### src/core/uiop_pkg.sv
package uiop_pkg;

    // ***********************************************************
    // Register map
    // ***********************************************************
    localparam logic [5:0] UIOP_ADDR_WRITE = 6'h39;
    localparam logic [5:0] UIOP_ADDR_SET = 6'h3A;
    localparam logic [5:0] UIOP_ADDR_CLEAR = 6'h3B;

    // ***********************************************************
    // Field positions
    // ***********************************************************
    localparam int UIOP_BIT_RESERVED = 0;
    localparam int UIOP_BIT_SWAP = 1;
    localparam int UIOP_LSB_SERIAL_LEVEL = 2;
    localparam int UIOP_BIT_PULLUP_POS = 4;
    localparam int UIOP_BIT_PULLUP_NEG = 5;
    localparam int UIOP_LSB_BUS_LEVEL = 6;

    // Bits that storage may ever hold; bit 0 is always zero
    localparam logic [7:0] UIOP_WRITABLE_MASK = 8'hFE;

    // ***********************************************************
    // Reset values
    // ***********************************************************
    localparam logic [1:0] UIOP_RESET_SERIAL_LEVEL = 2'h1;
    localparam logic [1:0] UIOP_RESET_BUS_LEVEL = 2'h0;
    localparam logic [7:0] UIOP_RESET_VALUE = 8'h04;

    // ***********************************************************
    // Regulator level codes
    // ***********************************************************
    typedef enum logic [1:0] {
        UIOP_LVL_3V30 = 2'b00,
        UIOP_LVL_3V00 = 2'b01,
        UIOP_LVL_2V75 = 2'b10,
        UIOP_LVL_2V50 = 2'b11
    } uiop_level_t;

    // ***********************************************************
    // Operating modes of the transceiver
    // ***********************************************************
    typedef enum logic [2:0] {
        UIOP_MODE_SYNC = 3'b000,
        UIOP_MODE_SERIAL = 3'b001,
        UIOP_MODE_LOW_POWER = 3'b010,
        UIOP_MODE_UART = 3'b011,
        UIOP_MODE_AUDIO_FN = 3'b100,
        UIOP_MODE_HEADSET = 3'b101
    } uiop_mode_t;

endpackage

### src/core/uiop_route.sv
`timescale 1ns/100ps

// ***************************************************************
// Pin routing and pull-up selection, purely combinational
// ***************************************************************
module uiop_route
    import uiop_pkg::*;
(
    // Control
    input wire logic line_pair_swap,
    input wire logic in_audio_fn,
    input wire logic in_headset,
    input wire logic in_uart,
    input wire logic pullup_pos_en,
    input wire logic pullup_neg_en,
    // Core-side line signals
    input wire logic core_pos_line,
    input wire logic core_neg_line,
    input wire logic core_left_speaker,
    input wire logic core_right_mono_speaker,
    // Pin-side signals
    output logic pin_pos_line,
    output logic pin_neg_line,
    output logic left_speaker_pin,
    output logic right_mono_speaker_pin,
    output logic charger_pullup_pos_line,
    output logic charger_pullup_neg_line
);

    // Swap covers data and audio-function routing; speakers never swap
    always_comb begin
        if (line_pair_swap) begin
            pin_pos_line = core_neg_line;
            pin_neg_line = core_pos_line;
        end else begin
            pin_pos_line = core_pos_line;
            pin_neg_line = core_neg_line;
        end
        left_speaker_pin = core_left_speaker;
        right_mono_speaker_pin = core_right_mono_speaker;
        // Pull-ups forced on in serial-line mode
        charger_pullup_pos_line = pullup_pos_en | in_uart;
        charger_pullup_neg_line = pullup_neg_en | in_uart;
    end

    // Audio-function and headset flags only document intent here
    logic unused_modes;
    assign unused_modes = in_audio_fn & in_headset;

endmodule

### src/core/uiop_regs.sv
`timescale 1ns/100ps

module uiop_regs
    import uiop_pkg::*;
(
    // Clock and reset
    input wire logic clock,
    input wire logic rst_b,
    // Register access from the ULPI command decoder
    input wire logic reg_wr,
    input wire logic [5:0] reg_addr,
    input wire logic [7:0] reg_wdata,
    output logic [7:0] reg_rdata,
    output logic reg_hit,
    // Operating mode and transmit enable from the PHY core
    input wire uiop_pkg::uiop_mode_t op_mode,
    input wire logic transmit_line_enable,
    // Core-side line signals
    input wire logic core_pos_line,
    input wire logic core_neg_line,
    input wire logic core_left_speaker,
    input wire logic core_right_mono_speaker,
    // Pin-side outputs
    output logic pin_pos_line,
    output logic pin_neg_line,
    output logic left_speaker_pin,
    output logic right_mono_speaker_pin,
    output logic charger_pullup_pos_line,
    output logic charger_pullup_neg_line,
    // Regulator control
    output uiop_pkg::uiop_level_t regulated_supply_output
);
    import uiop_pkg::*;

    // ***********************************************************
    // Register storage
    // ***********************************************************
    // Stored byte; bit 0 never holds a one
    logic [7:0] io_power_management_q;
    logic [7:0] io_power_management_d;
    // Regulator state
    uiop_level_t level_q;
    uiop_level_t level_d;
    logic uart_armed_q;
    logic uart_armed_d;

    // ***********************************************************
    // Address decode
    // ***********************************************************
    // Address matches any of the three aliases; anything else in the
    // vendor range belongs to a neighbouring register
    function automatic logic addr_in_alias(input logic [5:0] a);
        addr_in_alias = (a == UIOP_ADDR_WRITE) || (a == UIOP_ADDR_SET) ||
            (a == UIOP_ADDR_CLEAR);
    endfunction

    // Two-bit level field at a given position of the stored byte
    function automatic uiop_level_t field_level(input logic [7:0] r,
        input int lsb);
        field_level = uiop_level_t'(r[lsb +: 2]);
    endfunction

    // Decode of all three aliases; each reads the same contents
    // Other addresses read zero so a neighbour's data can be ORed in
    always_comb begin
        reg_hit = addr_in_alias(reg_addr);
        reg_rdata = reg_hit ? io_power_management_q : 8'h00;
    end

    // ***********************************************************
    // Alias update
    // ***********************************************************
    // Set and clear change single bits without a read first, which
    // saves the link a full register round trip per bit
    // Write, set and clear aliases; bit 0 stays zero
    always_comb begin
        io_power_management_d = io_power_management_q;
        if (reg_wr) begin
            unique case (reg_addr)
                UIOP_ADDR_WRITE: io_power_management_d = reg_wdata;
                UIOP_ADDR_SET:
                    io_power_management_d =
                        io_power_management_q | reg_wdata;
                UIOP_ADDR_CLEAR:
                    io_power_management_d =
                        io_power_management_q & ~reg_wdata;
                default: io_power_management_d = io_power_management_q;
            endcase
        end
        io_power_management_d =
            io_power_management_d & UIOP_WRITABLE_MASK;
    end

    // ***********************************************************
    // Regulator level selection
    // ***********************************************************
    // Decoded mode flags
    logic in_uart;
    logic in_headset;
    logic in_audio_fn;
    // Level fields as stored
    uiop_level_t serial_mode_regulator_level;
    uiop_level_t bus_mode_regulator_level;

    // Mode flags; codes 6 and 7 are never sent by the core and raise
    // no flag, so the supply then follows the bus field like USB modes
    always_comb begin
        in_uart = 1'b0;
        in_headset = 1'b0;
        in_audio_fn = 1'b0;
        unique case (op_mode)
            UIOP_MODE_SYNC, UIOP_MODE_SERIAL, UIOP_MODE_LOW_POWER: begin
                in_uart = 1'b0;
            end
            UIOP_MODE_UART: begin
                in_uart = 1'b1;
            end
            UIOP_MODE_AUDIO_FN: begin
                in_audio_fn = 1'b1;
            end
            UIOP_MODE_HEADSET: begin
                in_headset = 1'b1;
            end
            default: begin
                in_uart = 1'b0;
            end
        endcase
    end

    assign serial_mode_regulator_level =
        field_level(io_power_management_q, UIOP_LSB_SERIAL_LEVEL);
    assign bus_mode_regulator_level =
        field_level(io_power_management_q, UIOP_LSB_BUS_LEVEL);

    // UART level waits for transmit enable so the supply does not step
    // before the link has actually moved the lines over
    always_comb begin
        uart_armed_d = uart_armed_q;
        level_d = level_q;
        if (in_headset) begin
            level_d = UIOP_LVL_3V30;
            uart_armed_d = 1'b0;
        end else if (in_uart) begin
            if (transmit_line_enable) begin
                uart_armed_d = 1'b1;
            end
            if (uart_armed_q || transmit_line_enable) begin
                level_d = serial_mode_regulator_level;
            end
        end else begin
            // Audio function mode lands here too: the bus field still
            // rules the supply, as no separate level applies to it
            uart_armed_d = 1'b0;
            level_d = bus_mode_regulator_level;
        end
    end

    // Synchronous reset restores defaults, swap bit cleared
    always_ff @(posedge clock) begin
        if (!rst_b) begin
            io_power_management_q <= UIOP_RESET_VALUE;
        end else begin
            io_power_management_q <= io_power_management_d;
        end
    end

    // Regulator state; reset starts at the bus field's default, which is
    // what the stored byte selects right after reset as well
    always_ff @(posedge clock) begin
        if (!rst_b) begin
            level_q <= uiop_level_t'(UIOP_RESET_BUS_LEVEL);
            uart_armed_q <= 1'b0;
        end else begin
            level_q <= level_d;
            uart_armed_q <= uart_armed_d;
        end
    end

    // ***********************************************************
    // Regulator output
    // ***********************************************************
    // Registered so the supply code never glitches while modes change
    assign regulated_supply_output = level_q;

    // ***********************************************************
    // Pin routing
    // ***********************************************************
    uiop_route u_route (
        .line_pair_swap(io_power_management_q[UIOP_BIT_SWAP]),
        .in_audio_fn(in_audio_fn),
        .in_headset(in_headset),
        .in_uart(in_uart),
        .pullup_pos_en(io_power_management_q[UIOP_BIT_PULLUP_POS]),
        .pullup_neg_en(io_power_management_q[UIOP_BIT_PULLUP_NEG]),
        .core_pos_line(core_pos_line),
        .core_neg_line(core_neg_line),
        .core_left_speaker(core_left_speaker),
        .core_right_mono_speaker(core_right_mono_speaker),
        .pin_pos_line(pin_pos_line),
        .pin_neg_line(pin_neg_line),
        .left_speaker_pin(left_speaker_pin),
        .right_mono_speaker_pin(right_mono_speaker_pin),
        .charger_pullup_pos_line(charger_pullup_pos_line),
        .charger_pullup_neg_line(charger_pullup_neg_line)
    );

endmodule

### config.mk
export PLATFORM = sky130hd
export DESIGN_NAME = uiop_regs
export DESIGN_NICKNAME = d
export VERILOG_FILES = /design/src/core/uiop_pkg.sv /design/src/core/uiop_route.sv /design/src/core/uiop_regs.sv
export SDC_FILE = /design/constraint.sdc
export NUM_CORES = 1
export LEC_CHECK = 0
export BUFFER_PORTS_ARGS = -buffer_cell sky130_fd_sc_hd__buf_2
export CORE_MARGIN = 5
export CORE_UTILIZATION = 41
export DETAILED_ROUTE_END_ITERATION = 8
export PLACE_DENSITY = 0.84
export SYNTH_ARGS = -nofsm -noshare
export SYNTH_HDL_FRONTEND = slang
export SYNTH_SLANG_ARGS = --single-unit
### constraint.sdc
create_clock -name clock -period 1.7 [get_ports clock]
set_input_delay 0.51 -clock clock [delete_from_list [all_inputs] [get_ports clock]]
set_output_delay 0.51 -clock clock [all_outputs]
set_load 0.01 [all_outputs]
==> summary.txt <==
Status
  • Outcome: finished with violations
  • Failing checks: setup timing

GRT
  • Vias in the first global route: 647
  • Antenna violations before repair: 0
  • First-pass GRT wire length: 2622 um
  • Largest net degree at the start of global routing: 12
  • Overflow after GRT: 0
  • GRT Util Overall: 13.14%

Finish
  • FILL cells: 155
  • Final instance area: 890.9 um2
  • Commonest cells after routing, fill and taps aside: buf_2, dfxtp_1, and2_1, nor2b_1, inv_1
  • # diodes: 0
  • Multi-input gate area: 414.1 um2
  • Area Growth Syn to Fin: 34.34%
  • Final nets: 141
  • Non-filler cells in the finished layout: 130
  • Layout cells sized above 1: 42.98%
  • Leading cell type in the layout, fill and taps excluded: buf_2
  • Register Area: 200.2 um2

Setup path
  • Data required, critical path: 1.19 ns
  • Startpoint Class: input port
  • Crit Path Max Fanout: 8
  • Critical R2R Launch: uart_armed_q
  • Crit end category: primary output
  • Critical path class: input port to primary output
  • WP data arrival: 1.23 ns
  • Reg2Reg Capture Point: regulated_supply_output[1]
  • Reg-to-reg slack, setup: 0.64 ns
  • Worst Reg2Reg Path Length in Cells: 3

STA
  • Count of pins over their slew limit: 0
  • Worst clock skew: 0.0002455 ns
  • Highest clock rate: 576.2 MHz
  • Final Hold Fails: 0
  • Unrepaired setup endpoints after global routing: yes
  • Tcrit/Tclk final: 102.1%
  • Final worst slack: -0.03561 ns
  • Post-layout minimum cycle time: 1.736 ns
  • Final setup fails: 7

Pwr
  • Power density cells: 547.8 nW/um2
  • Total chip power: 0.4880 mW
  • IR drop worst, VDD: 230.8 uV
  • Leakage: 0.4392 nW

Clock tree
  • Number of H-tree levels: 1
  • Postcts setup bufs: 0
  • Longest Clk Path Bufs: 2
  • # clock sinks: 10
  • TritonCTS Buffers: 3
  • Clock root cell: clkbuf_4
  • CTS tree: done
  • CTS Hold Bufs: 0
  • Clock slew at reported path FFs: 0.06 ns
  • Worst-Skew Late Latency: 0.25 ns

Floorplan
  • Core Footprint: 1524 um2
  • IO Count: 42
  • Initial Util: 43.51%
  • DIE HEIGHT: 50.22 um
  • Die X: 50.22 um
  • Rows: 14
  • Die ar.: 2522 um2

Drt
  • # DRC: 0
  • Final WL: 1644 um
  • Post-route ant nets: 0
  • Vias per cell: 5.331
  • DR WL/cell: 12.65 um
  • 1st-pass router iterations: 4
  • Via Count: 693
  • DR iter-0 viols: 9

Run
  • Max cap viols: 0

Synth
  • Synthesized cell area: 663.1 um2
  • Avg Synthesized Cell Area: 8.612 um2
  • Synth Register Bits: 10
  • Post-synth top area cell: dfxtp_1
  • Share of the synthesized area in the top cell type: 30.19%
  • Post-Synthesis Cells: 77
  • Register area share after synthesis: 30.19%
  • Yosys cell types: 28
  • Synth area leaders: dfxtp_1, and2_1, nor2b_1
  • Mapped Nets: 102
  • Ys Warns: 0

Min path
  • Worst min path class: flip-flop to flip-flop
  • Hold wc startpoint: io_power_management_q[6]
  • Hold EP: io_power_management_q[6]
  • WHS Path Cells: 2

Placed design
  • Final Wtd Congestion: 0.7388
  • DP Area: 857.1 um2
  • PortBufs: 35
  • Placed cell count: 127
  • DP Worst Slack: -0.1858 ns
  • Sum of net half-perimeters after detailed placement: 1355 um
==> worst max-delay path: stages <==
cell and delay (ns):
buf_6 0.09, nand4b_4 0.17, nor2_4 0.18, and2_1 0.15, buf_2 0.12
==> per-stage QoR <==
stage	setup TNS, ns	hold WS [ns]	util [%]
2_1_floorplan	0	0.4462	-
3_3_place_gp	-1.225	0.4601	56.24
3_5_place_dp	-1.368	0.4724	56.24
4_1_cts	-0.3179	0.4860	58.46
5_1_grt	-0.4947	0.5061	58.46
6_report	-0.2279	0.4837	58.46
==> Yosys cell counts <==
cell type and count:
nand3_1 1, nand4b_4 1, o31ai_1 2, buf_1 1, inv_1 6, conb_1 1, o21ai_1 5, dfxtp_1 10
nand3b_1 1, and4b_1 1, or3b_1 2, a21boi_1 3, nor2_2 1, nand4_1 2, buf_2 1, a21o_1 2
xnor2_1 1, buf_4 3, xor2_2 1, nand4_2 1, o311ai_1 5, o21ai_0 5, nor2b_1 7, and2_1 7
o21ai_2 1, nor2_1 2, mux2_2 2, nand2b_1 2
==> worst max-delay path by stage <==
stage                              end   startpoint
after detailed placement  reg_rdata[1]  reg_addr[2]
final                     reg_rdata[4]  reg_addr[2]
after floorplan           reg_rdata[1]  reg_addr[2]
after global routing      reg_rdata[5]  reg_addr[2]
after global placement    reg_rdata[1]  reg_addr[2]
after CTS                 reg_rdata[1]  reg_addr[2]
==> sequential cells by signal, indices dropped and copies added (netlist names) <==
register                 count
uart_armed_q                 1
io_power_management_q        7
regulated_supply_output      2
==> area by class of cell <==
class,instances,area share (%)
clock buffers,3,2.528
repair buffers,39,23.74
well taps,16,2.247
flip-flops and latches,10,22.47
multi-input cells,56,46.49
inverters,6,2.528
==> timing repair <==
| item | CTS | global route |
|---|---|---|
| setup endpoints to repair | 8 | 7 |
| resized for setup | 2 | 0 |
| pin swaps | 6 | 0 |
==> power breakdown <==
part	total [mW]	internal, mW	switching (mW)
combinational	0.0985	0.0473	0.0512
sequential	0.239	0.237	0.00174
clock	0.151	0.0812	0.0697
total	0.488	0.365	0.123
==> metal layers <==
layer / vias up / wire length [um] / global-route usage [%]
met3: 2 / 171 / 3.846
met2: 31 / 821 / 22.59
met4: 0 / 8 / 5.240
met1: 313 / 643 / 15.06
met5: - / 0 / 0
li1: 347 / - / -
==> logic make-up (layout without fill, tap and decap cells) <==
group                     after synthesis  after routing  share of synthesized area (%)
AOI/OAI and AO/OA                      23             23                          23.39
xor gates and xnor gates                2              2                          3.774
buffers and inverters                  11             48                          8.111
DFF                                    10             10                          30.19
muxes                                   2              2                          3.396
other                                   1              1                         0.5655
and+or+nand+nor                        28             28                          30.57
No activity file was read; power rests on OpenSTA's default activity.
